==> config.mk <==
export PLATFORM = sky130hd
export DESIGN_NAME = sdlc_top
export DESIGN_NICKNAME = d
export VERILOG_FILES = /design/src/hw/sdlc_top.v /design/src/hw/sdlc_lane_mem.v
export VERILOG_INCLUDE_DIRS = /design/src /design/src/hw
export SDC_FILE = /design/constraint.sdc
export NUM_CORES = 1
export LEC_CHECK = 0
export BUFFER_PORTS_ARGS = -buffer_cell sky130_fd_sc_hd__buf_2
export CAP_MARGIN = 20
export CORE_UTILIZATION = 45
export DETAILED_ROUTE_END_ITERATION = 10
export PLACE_DENSITY = 0.66
export SYNTH_ARGS = -nofsm -noshare
export SYNTH_HDL_FRONTEND = slang
export SYNTH_SLANG_ARGS = --single-unit
==> constraint.sdc <==
create_clock -name clk_sys -period 3.45 [get_ports clk_sys]
set_input_delay 0 -clock clk_sys [delete_from_list [all_inputs] [get_ports clk_sys]]
set_output_delay 0 -clock clk_sys [all_outputs]
set_load 0.01 [all_outputs]
==> src/hw/sdlc_consts.vh <==
// Constants for the transceiver lane analog control register bank
//
// Overview of operation
// - Fine de-emphasis for -6.0dB full-swing Gen 2: bits 23:21, reset 0x2
// - Fine de-emphasis is ignored whenever the port runs in low-swing mode
// - Low-swing Gen 1 level: bits 27:24, reset 0x9, used at Gen 1
// - Low-swing Gen 2 level: bits 31:28, reset 0x8, used at Gen 2
// - Transmit field writes update only the lane chosen by lane select
// - Every lane copy is software-sticky, kept across ordinary resets
// - Equalizer zero: bits 2:0, reset 0x1, higher code gives more gain
// - Equalizer boost: bits 5:3, reset 0x7, higher code gives more boost
// - Zero and boost both zero turns lane equalization off
// - Equalizer writes update only the lane chosen by lane select
// - De-emphasis select picks -3.5dB or -6.0dB field set for Gen 2
`ifndef SDLC_CONSTS_VH
`define SDLC_CONSTS_VH

// Lanes and lane entry layout
`define SDLC_LANES          16
`define SDLC_LANE_W         4
`define SDLC_ENT_W          17
`define SDLC_ENT_LSG2       16:13
`define SDLC_ENT_LSG1       12:9
`define SDLC_ENT_FINE       8:6
`define SDLC_ENT_BOOST      5:3
`define SDLC_ENT_ZERO       2:0
`define SDLC_ENT_TX         16:6
`define SDLC_ENT_RX         5:0
`define SDLC_ENT_RESET      17'h112B9

// Register byte offsets, decoded on the low address bits
`define SDLC_ADDR_W         8
`define SDLC_OFF_TX_DRIVE   8'h00
`define SDLC_OFF_RX_EQ      8'h04
`define SDLC_OFF_XCVR_CTL   8'h08
`define SDLC_OFF_PORT_CFG   8'h0C
`define SDLC_OFF_STATUS     8'h10

// Transmit drive register fields
`define SDLC_TX_FINE        23:21
`define SDLC_TX_LSG1        27:24
`define SDLC_TX_LSG2        31:28
`define SDLC_TX_HELD        31:21
`define SDLC_TX_LOW_ZERO    21'h00000

// Receiver equalizer register fields
`define SDLC_RX_ZERO        2:0
`define SDLC_RX_BOOST       5:3
`define SDLC_RX_HELD        5:0
`define SDLC_RX_HIGH_ZERO   26'h000000
`define SDLC_EQ_OFF_CODE    3'h0

// Transceiver control and port configuration fields
`define SDLC_XC_LANE_SEL    3:0
`define SDLC_XC_RESET       4'h0
`define SDLC_PC_DEEMPH_SEL  0
`define SDLC_PC_LOW_SWING   1
`define SDLC_PC_GEN2        2
`define SDLC_PC_W           3
`define SDLC_PC_RESET       3'h0
`define SDLC_DEEMPH_6DB     1'b1
`define SDLC_LSE_ON         1'b1

// AHB-Lite codes
`define SDLC_HTRANS_NONSEQ  2'h2
`define SDLC_HRESP_OKAY     1'b0
`define SDLC_WORD_ZERO      32'h00000000

`endif

==> src/hw/sdlc_top.v <==
// Lane analog control register bank with an AHB-Lite slave
`timescale 1ns/1ps
`default_nettype none
`include "sdlc_consts.vh"

module sdlc_top (
    // Clock and resets
    input  wire                                 clk_sys,
    input  wire                                 resetn,
    input  wire                                 sticky_resetn,
    // AHB-Lite slave
    input  wire                                 hsel,
    input  wire [31:0]                          haddr,
    input  wire [1:0]                           htrans,
    input  wire                                 hwrite,
    input  wire [2:0]                           hsize,
    input  wire [31:0]                          hwdata,
    input  wire                                 hready,
    output reg  [31:0]                          hrdata_reg,
    output reg                                  hreadyout_reg,
    output reg                                  hresp_reg,
    // Per-lane transmit controls
    output reg  [`SDLC_LANES*4-1:0]             lane_ls_level_reg,
    output reg  [`SDLC_LANES-1:0]               lane_ls_use_reg,
    output reg  [`SDLC_LANES*3-1:0]             lane_fine_deemph_reg,
    output reg  [`SDLC_LANES-1:0]               lane_fine_deemph_use_reg,
    // Per-lane receiver equalizer controls
    output reg  [`SDLC_LANES*3-1:0]             lane_rx_eq_zero_reg,
    output reg  [`SDLC_LANES*3-1:0]             lane_rx_eq_boost_reg,
    output reg  [`SDLC_LANES-1:0]               lane_rx_eq_en_reg
);

    // Bus states
    localparam [2:0] ST_IDLE  = 3'h1;
    localparam [2:0] ST_WAIT1 = 3'h2;
    localparam [2:0] ST_WAIT2 = 3'h4;

    reg  [2:0]                          state_reg;
    reg  [2:0]                          state_next;
    reg                                 wr_pend_reg;
    reg  [`SDLC_ADDR_W-1:0]             addr_reg;
    reg  [`SDLC_LANE_W-1:0]             lane_select_reg;
    reg  [`SDLC_PC_W-1:0]               port_cfg_reg;
    reg  [31:0]                         rdata_mux;

    wire                                take;
    wire                                take_rd;
    wire                                take_wr;
    wire                                wr_tx;
    wire                                wr_rx;
    wire                                wr_xc;
    wire                                wr_pc;
    wire [`SDLC_ENT_W-1:0]              wr_data;
    wire [`SDLC_ENT_W-1:0]              rd_ent;
    wire [`SDLC_LANES*`SDLC_ENT_W-1:0]  all_q;
    wire                                deemph_6db;
    wire                                low_swing;
    wire                                gen2;

    // Address phase accepted only while the bus is ready
    assign take    = hsel && hready && (htrans == `SDLC_HTRANS_NONSEQ);
    assign take_rd = take && !hwrite;
    assign take_wr = take && hwrite;

    // Write commit in the data phase of a write
    assign wr_tx = wr_pend_reg && (addr_reg == `SDLC_OFF_TX_DRIVE);
    assign wr_rx = wr_pend_reg && (addr_reg == `SDLC_OFF_RX_EQ);
    assign wr_xc = wr_pend_reg && (addr_reg == `SDLC_OFF_XCVR_CTL);
    assign wr_pc = wr_pend_reg && (addr_reg == `SDLC_OFF_PORT_CFG);

    assign wr_data = {hwdata[`SDLC_TX_LSG2], hwdata[`SDLC_TX_LSG1],
                      hwdata[`SDLC_TX_FINE], hwdata[`SDLC_RX_BOOST],
                      hwdata[`SDLC_RX_ZERO]};

    // Steered to the selected lane only
    sdlc_lane_mem u_mem (
        .clk_sys       (clk_sys),
        .sticky_resetn (sticky_resetn),
        .wr_lane       (lane_select_reg),
        .wr_tx         (wr_tx),
        .wr_rx         (wr_rx),
        .wr_data       (wr_data),
        .rd_lane       (lane_select_reg),
        .rd_data_reg   (rd_ent),
        .all_q         (all_q)
    );

    // Bus state machine; reads wait two cycles so a write in flight
    // and a lane select change are both seen by the read port
    always @* begin
        case (state_reg)
            ST_IDLE: begin
                state_next = take_rd ? ST_WAIT1 : ST_IDLE;
            end
            ST_WAIT1: begin
                state_next = ST_WAIT2;
            end
            ST_WAIT2: begin
                state_next = ST_IDLE;
            end
            default: begin
                state_next = ST_IDLE;
            end
        endcase
    end

    always @(posedge clk_sys) begin
        if (!resetn) begin
            state_reg     <= ST_IDLE;
            hreadyout_reg <= 1'b1;
            hresp_reg     <= `SDLC_HRESP_OKAY;
            wr_pend_reg   <= 1'b0;
            addr_reg      <= {`SDLC_ADDR_W{1'b0}};
        end else begin
            state_reg     <= state_next;
            hreadyout_reg <= (state_next == ST_IDLE);
            hresp_reg     <= `SDLC_HRESP_OKAY;
            wr_pend_reg   <= take_wr;
            if (take) begin
                addr_reg <= haddr[`SDLC_ADDR_W-1:0];
            end
        end
    end

    // Read data mux; unmapped offsets and reserved bits read as zero
    always @* begin
        case (addr_reg)
            `SDLC_OFF_TX_DRIVE: begin
                rdata_mux = {rd_ent[`SDLC_ENT_LSG2], rd_ent[`SDLC_ENT_LSG1],
                             rd_ent[`SDLC_ENT_FINE], `SDLC_TX_LOW_ZERO};
            end
            `SDLC_OFF_RX_EQ: begin
                rdata_mux = {`SDLC_RX_HIGH_ZERO, rd_ent[`SDLC_ENT_RX]};
            end
            `SDLC_OFF_XCVR_CTL: begin
                rdata_mux = {28'h0000000, lane_select_reg};
            end
            `SDLC_OFF_PORT_CFG: begin
                rdata_mux = {29'h0000000, port_cfg_reg};
            end
            `SDLC_OFF_STATUS: begin
                rdata_mux = {16'h0000, ~lane_rx_eq_en_reg};
            end
            default: begin
                rdata_mux = `SDLC_WORD_ZERO;
            end
        endcase
    end

    always @(posedge clk_sys) begin
        if (!resetn) begin
            hrdata_reg <= `SDLC_WORD_ZERO;
        end else if (state_reg == ST_WAIT2) begin
            hrdata_reg <= rdata_mux;
        end
    end

    // Lane select and port configuration are ordinary, not sticky
    always @(posedge clk_sys) begin
        if (!resetn) begin
            lane_select_reg <= `SDLC_XC_RESET;
            port_cfg_reg    <= `SDLC_PC_RESET;
        end else begin
            if (wr_xc) begin
                lane_select_reg <= hwdata[`SDLC_XC_LANE_SEL];
            end
            if (wr_pc) begin
                port_cfg_reg <= hwdata[`SDLC_PC_W-1:0];
            end
        end
    end

    assign deemph_6db = (port_cfg_reg[`SDLC_PC_DEEMPH_SEL] == `SDLC_DEEMPH_6DB);
    assign low_swing  = (port_cfg_reg[`SDLC_PC_LOW_SWING] == `SDLC_LSE_ON);
    assign gen2       = port_cfg_reg[`SDLC_PC_GEN2];

    // Lane drivers, each from its own entry
    genvar g;
    generate
        for (g = 0; g < `SDLC_LANES; g = g + 1) begin : g_drv
            wire [`SDLC_ENT_W-1:0] ent;
            assign ent = all_q[g*`SDLC_ENT_W +: `SDLC_ENT_W];
            always @(posedge clk_sys) begin
                if (!sticky_resetn) begin
                    lane_ls_level_reg[g*4 +: 4]        <= 4'h0;
                    lane_ls_use_reg[g]                 <= 1'b0;
                    lane_fine_deemph_reg[g*3 +: 3]     <= 3'h0;
                    lane_fine_deemph_use_reg[g]        <= 1'b0;
                    lane_rx_eq_zero_reg[g*3 +: 3]      <= 3'h0;
                    lane_rx_eq_boost_reg[g*3 +: 3]     <= 3'h0;
                    lane_rx_eq_en_reg[g]               <= 1'b0;
                end else begin
                    lane_ls_level_reg[g*4 +: 4] <= gen2 ?
                        ent[`SDLC_ENT_LSG2] : ent[`SDLC_ENT_LSG1];
                    lane_ls_use_reg[g] <= low_swing;
                    lane_fine_deemph_reg[g*3 +: 3] <= ent[`SDLC_ENT_FINE];
                    // Only -6.0dB at Gen 2 in full swing; low swing has
                    // no de-emphasis at all
                    lane_fine_deemph_use_reg[g] <= deemph_6db && gen2 &&
                                                   !low_swing;
                    // Codes pass straight through, the analog side scales
                    lane_rx_eq_zero_reg[g*3 +: 3]  <= ent[`SDLC_ENT_ZERO];
                    lane_rx_eq_boost_reg[g*3 +: 3] <= ent[`SDLC_ENT_BOOST];
                    lane_rx_eq_en_reg[g] <=
                        (ent[`SDLC_ENT_ZERO] != `SDLC_EQ_OFF_CODE) ||
                        (ent[`SDLC_ENT_BOOST] != `SDLC_EQ_OFF_CODE);
                end
            end
        end
    endgenerate

endmodule // sdlc_top
`default_nettype wire

==> src/hw/sdlc_lane_mem.v <==
// Per-lane storage of transmit and equalizer fields, one entry per lane
`timescale 1ns/1ps
`default_nettype none
`include "sdlc_consts.vh"

module sdlc_lane_mem (
    // Clock and sticky reset
    input  wire                                 clk_sys,
    input  wire                                 sticky_resetn,
    // Write port
    input  wire [`SDLC_LANE_W-1:0]              wr_lane,
    input  wire                                 wr_tx,
    input  wire                                 wr_rx,
    input  wire [`SDLC_ENT_W-1:0]               wr_data,
    // Registered read port
    input  wire [`SDLC_LANE_W-1:0]              rd_lane,
    output reg  [`SDLC_ENT_W-1:0]               rd_data_reg,
    // All entries in parallel for the lane drivers
    output wire [`SDLC_LANES*`SDLC_ENT_W-1:0]   all_q
);

    reg [`SDLC_ENT_W-1:0] ent_reg [0:`SDLC_LANES-1];

    genvar g;
    generate
        for (g = 0; g < `SDLC_LANES; g = g + 1) begin : g_lane
            // Only the sticky reset reaches here, hot resets leave it alone
            always @(posedge clk_sys) begin
                if (!sticky_resetn) begin
                    ent_reg[g] <= `SDLC_ENT_RESET;
                end else begin
                    if (wr_tx && (wr_lane == g)) begin
                        ent_reg[g][`SDLC_ENT_TX] <= wr_data[`SDLC_ENT_TX];
                    end
                    if (wr_rx && (wr_lane == g)) begin
                        ent_reg[g][`SDLC_ENT_RX] <= wr_data[`SDLC_ENT_RX];
                    end
                end
            end
            assign all_q[g*`SDLC_ENT_W +: `SDLC_ENT_W] = ent_reg[g];
        end
    endgenerate

    always @(posedge clk_sys) begin
        if (!sticky_resetn) begin
            rd_data_reg <= `SDLC_ENT_RESET;
        end else begin
            rd_data_reg <= ent_reg[rd_lane];
        end
    end

endmodule // sdlc_lane_mem
`default_nettype wire

==> results of run 1 <==
==> power breakdown <==
group	leakage [uW]	switching, uW	internal [uW]
logic	0.00376	387	239
registers	0.00476	94.0	7160
clock network	0.000962	2550	3590
==> metal layers <==
metal | GRT usage, % | vias to the layer above | wire length [um]
met5 | 0 | - | 0
met4 | 6.385 | 0 | 1269
met3 | 4.162 | 85 | 3909
met2 | 38.04 | 580 | 28290
met1 | 32.56 | 7197 | 26070
li1 | - | 6745 | -
==> synthesized netlist by cell type (2+ instances only) <==
cell type,count
nor4b_1,2
nor2b_1,80
clkbuf_1,107
buf_2,10
nand3_1,7
nor2_1,54
o21ai_2,10
o21ai_0,52
mux4_2,34
dfxtp_1,290
mux2_2,2
buf_4,36
a22oi_1,27
o31a_1,16
nand2b_1,2
nor4bb_1,3
edfxtp_1,272
buf_1,14
and2_1,293
o221ai_1,8
or4_4,2
o2bb2ai_1,3
a21oi_1,10
or3_1,129
nand2_1,65
nor3_1,4
or4_1,16
and4b_1,3
mux2i_1,140
a221oi_1,8
nand4_1,3
inv_1,4
nor3b_1,2
a21boi_0,10
a32oi_1,11
and3_1,2
==> through the flow <==
| stage | worst slack [ps] | cell area, um2 | hold WS [ps] | instances |
|---|---|---|---|---|
| detailed placement | 768.1 | 23990 | 274.9 | 2554 |
| global route | 557.5 | 26340 | 52.50 | 2706 |
| CTS | 749.3 | 26340 | 1.698 | 2706 |
| global placement | 829.7 | 23990 | 269.9 | 2554 |
| floorplan | 890.5 | 22090 | 144.9 | 1751 |
| finish | 682.1 | 26340 | 30.96 | 2707 |
==> path summary, 6_finish.rpt <==
path                                        endpoint                            start  slack, ps  cells past startpoint
setup / recovery  u_mem.ent_reg[3][11]$_SDFFCE_PN0P_         addr_reg[4]$_SDFFE_PN0N_        680                      6
hold / removal               state_reg[1]$_SDFF_PN0_                        htrans[0]         30                      3
setup reg to reg  u_mem.ent_reg[3][11]$_SDFFCE_PN0P_         addr_reg[4]$_SDFFE_PN0N_        680                      6
hold reg to reg           hrdata_reg[8]$_SDFFE_PN0N_  lane_rx_eq_en_reg[8]$_SDFF_PN0_        450                      1
==> final cells by class <==
cell class,count,area [um2],share of cell area (%)
multi-input combinational,1017,7321,27.79
sequential,562,13980,53.08
timing repair buffer,400,2341,8.888
tap,615,769.5,2.921
antenna,1,2.502,0.009501
inverter,4,15.01,0.05700
clock inverter,20,108.9,0.4133
clock buffer,88,1800,6.836
==> cell families after synthesis <==
kind of cell / after synthesis / share of synthesized area [%]
multiplexers: 176 / 9.918
AO/OA/AOI/OAI: 161 / 5.095
other: 1 / 0.01699
AND/OR/NAND/NOR: 674 / 18.05
flip-flops: 562 / 63.30
buffers and inverters: 172 / 3.627
==> tightest hold or removal path, delay by kind of cell <==
family,cells,cell delay (ps)
buf+inv,1,80
simple gates,2,510
==> reports/qor.yml, run 1 <==
ys_seq_area_share_pct: 63.30
critPathLaunchType: "flop"
fmax_mhz: 361.3
crit_path_top_delay_cell: "or4b_1"
tns_ps: 0
ys_top_cells_by_area: "edfxtp_1 37%, dfxtp_1 26%, and2_1 8.3%, mux2i_1 6.3%, or3_1 3.7%"
initial_core_util_pct: 45.95
wl_per_cell_um: 21.99
path_delay_family: "simple AND/OR/NAND/NOR gates"
drt_iter0_drc: 1165
cpMostUsedCell: "buf_4"
cts_repair_resize_count: 0
place_congestion: 0.8711
drive_gt1_share_pct: 24.10
max-clock-path-buffers: 3
p_leak_uw: 0.009478
crit_chain: "or4b_1 > nor2_1 > nand2_1 > buf_4 > o21ai_0 > buf_4"
first_global_vias: 14300
cts_setup_buffers: 0
first_pass_iters: 5
grt_max_degree: 96
synth.avg_cell_area_um2: 12.64
mostFrequentLayoutCells: "315 x buf_2, 293 x and2_1, 288 x dfxtp_1"
n_fill_cell: 4117
synth_edf_count: 272
pin_count: 365
track_usage_pct: 23.51
cts_buffers: 57
netlist-cell-type-count: 51
grt_pass1_wl_mm: 88.13
largest_register_ffs: 272
port_buffers: 316
cp.arrival_ps: 3070
antenna_found_initial: 1
cts_max_level: 2
crit_type: "flop to flop"
power_density_nw_per_um2: 532.5
worst_path_largest_cell_delay_ps: 620
core_um2: 48050
utilization_pct: 54.82
die_y_um: 223.5
synth_top_area_share_pct: 37.00
tritoncts: "done"
peakVddDrop_mv: 0.3833
nets: 2117
finClkSkew_ps: 30.18
min_period_ps: 2768
max_cap_violations: 0
hpwl_mm: 42.08
setup_viol: 0
clkTransAtPathRegs_ps: 60
clkLatencyLatePin_ps: 610
netlist_area_um2: 22080
maxSlewViolCount: 0
critPathMaxFanout: 11
wl_mm: 59.53
endpoint_kind: "flop"
crit_required_ps: 3750
async_reset_ff_share_pct: 0
die_w_um: 223.5
yosysTopAreaCell: "edfxtp_1"
ys.flop_type: "dfxtp_1"
layout_commonest_cell: "buf_2"
grt-ovfl-total: 0
hold_viol_final: 0
yosys_warnings: 0
via_count: 14610
min_path_type: "input port to flop"
tightest_slew_ps: 1016
cp_num_buf_inv: 2
synthCells: 1746
drtAntennaViolNets: 0
area_growth_pct: 19.31
hold_buffers: 44
max-slew-margin-rel_pct: 32.00
power.total_uw: 14030
finalCritPeriodShare_pct: 80.23
ys_ff_latch: 562
die-area_um2: 49950
root_buffer: "clkbuf_16"
num_rows: 80
status: "completed"
cts.sinks: 562
vias_per_cell: 5.396
drc: 0
rsz0062_at_grt: "no"
(Power assumes the default switching activity.)
==> run 2: changes to the inputs <==
- PLACE_DENSITY: 0.66 -> 0.69
- clock period: 3.45 -> 2.4 ns (I/O delays scaled with it)
==> reports/qor.yml, run 2 (synthesis gave the netlist of run 1 again) <==
cts_buffers: 58
die-area_um2: 49950
max-clock-path-buffers: 3
layout_commonest_cell: "buf_2"
finClkSkew_ps: 25.73
tightest_slew_ps: 822.1
grt_pass1_wl_mm: 88.49
dr_wl_met2_mm: 28.20
maxSlewViolCount: 0
hpwl_mm: 43.04
grt-ovfl-total: 0
min_period_ps: 2337
clkTransAtPathRegs_ps: 60
tns_ps: 0
path_delay_family: "compound AO/OA/AOI/OAI gates"
drive_gt1_share_pct: 25.43
core_um2: 48050
critPathMaxFanout: 21
min_path_type: "input port to flop"
n_fill_cell: 3943
place_congestion: 0.8790
num_rows: 80
top_layer: "met4"
peakVddDrop_mv: 0.4713
mostFrequentLayoutCells: "315 x buf_2, 293 x and2_1, 288 x dfxtp_1"
timing.hold.ws_ps: 339.1
wl_met3_mm: 3.740
clkLatencyLatePin_ps: 620
drt_iter0_drc: 1250
antenna_found_initial: 0
hold_viol_final: 0
first_pass_iters: 5
rsz0062_at_grt: "no"
nets: 2157
crit_required_ps: 2830
root_buffer: "clkbuf_16"
largest_register_ffs: 272
crit_type: "flop to flop"
track_usage_pct: 23.53
max_cap_violations: 0
endpoint_kind: "flop"
via_count: 14750
worst_path_largest_cell_delay_ps: 600
cts_max_level: 2
vias_per_cell: 5.371
wl_per_cell_um: 21.87
wl_met1_mm: 25.90
pin_count: 365
tritoncts: "done"
die_y_um: 223.5
cp.arrival_ps: 2760
critPathLaunchType: "flop"
drtAntennaViolNets: 0
diodes: 0
first_global_vias: 14630
area_growth_pct: 21.71
fmax_mhz: 427.9
cts_setup_buffers: 0
status: "completed"
cts.sinks: 562
max-slew-margin-rel_pct: 44.99
finalCritPeriodShare_pct: 97.37
drc: 0
initial_core_util_pct: 45.95
setup_viol: 0
wl_mm: 60.05
die_w_um: 223.5
grt_max_degree: 92
crit_path_top_delay_cell: "dfxtp_4"
power_density_nw_per_um2: 771.0
power.total_uw: 20720
r2r_slack_ps: 60
crit_chain: "buf_4 > mux4_2 > a22oi_1 > o21ai_0"
port_buffers: 316
p_leak_uw: 0.009766
cp_num_buf_inv: 1
run 2: changes by cell type in the layout (fill, tap and decap cells not counted), sizes merged:
cell,delta
bufinv,+3
dlygate4sd3,+3
buf,+36
clkbuf,-4
clkinv,+2
diode,-1
run 2: per-layer routing:
| metal | GRT usage (%) | vias to the layer above |
|---|---|---|
| met5 | 0 | - |
| met2 | 37.49 | 604 |
| met1 | 31.85 | 7195 |
| met3 | 3.911 | 120 |
| li1 | - | 6830 |
| met4 | 9.943 | 0 |
run 2: final timing paths:
path | start | to | depth (start not counted)
setup / recovery | lane_select_reg[1]$_SDFFE_PN0P_ | u_mem.rd_data_reg[8]$_SDFF_PN0_ | 4
setup reg to reg | lane_select_reg[1]$_SDFFE_PN0P_ | u_mem.rd_data_reg[8]$_SDFF_PN0_ | 4
hold / removal | hwrite | state_reg[1]$_SDFF_PN0_ | 4
hold reg to reg | lane_rx_eq_en_reg[8]$_SDFF_PN0_ | hrdata_reg[8]$_SDFFE_PN0N_ | 1
run 2: report_power, final:
part	total [uW]	switching [uW]	leakage (uW)	internal (uW)
sequential	10400	137	0.00476	10300
combinational	939	563	0.00399	376
clock	9340	3720	0.00102	5620
run 2: cell type report:
class	count	area [um2]	share of cell area [%]
tap	615	769.5	2.864
clock inverter	25	211.5	0.7870
multi-input combinational	1017	7321	27.25
clock buffer	84	1831	6.813
sequential	562	13980	52.03
inverter	4	15.01	0.05588
timing repair buffer	439	2741	10.20
run 2: what timing repair did:
action	in CTS	in global routing
endpoints found under the setup margin	0	6
resized for setup	0	1
hold endpoints to repair	329	0
hold buffers	47	0
run 2: worst min-delay path, stage by stage:
cell	delay, ps
dlygate4sd3_1	530
buf_2	110
nor4b_1	50
and3_1	210
run 2: metrics by stage:
stage	instance area, um2	worst slack [ps]	std cells	utilization [%]
after detailed placement	24360	151.5	2590	50.70
after global placement	24360	141.7	2590	50.70
final	26870	63.19	2746	55.92
after CTS	26870	125.5	2746	55.92
after floorplan	22090	-159.5	1751	-
after global routing	26870	4.719	2746	55.92
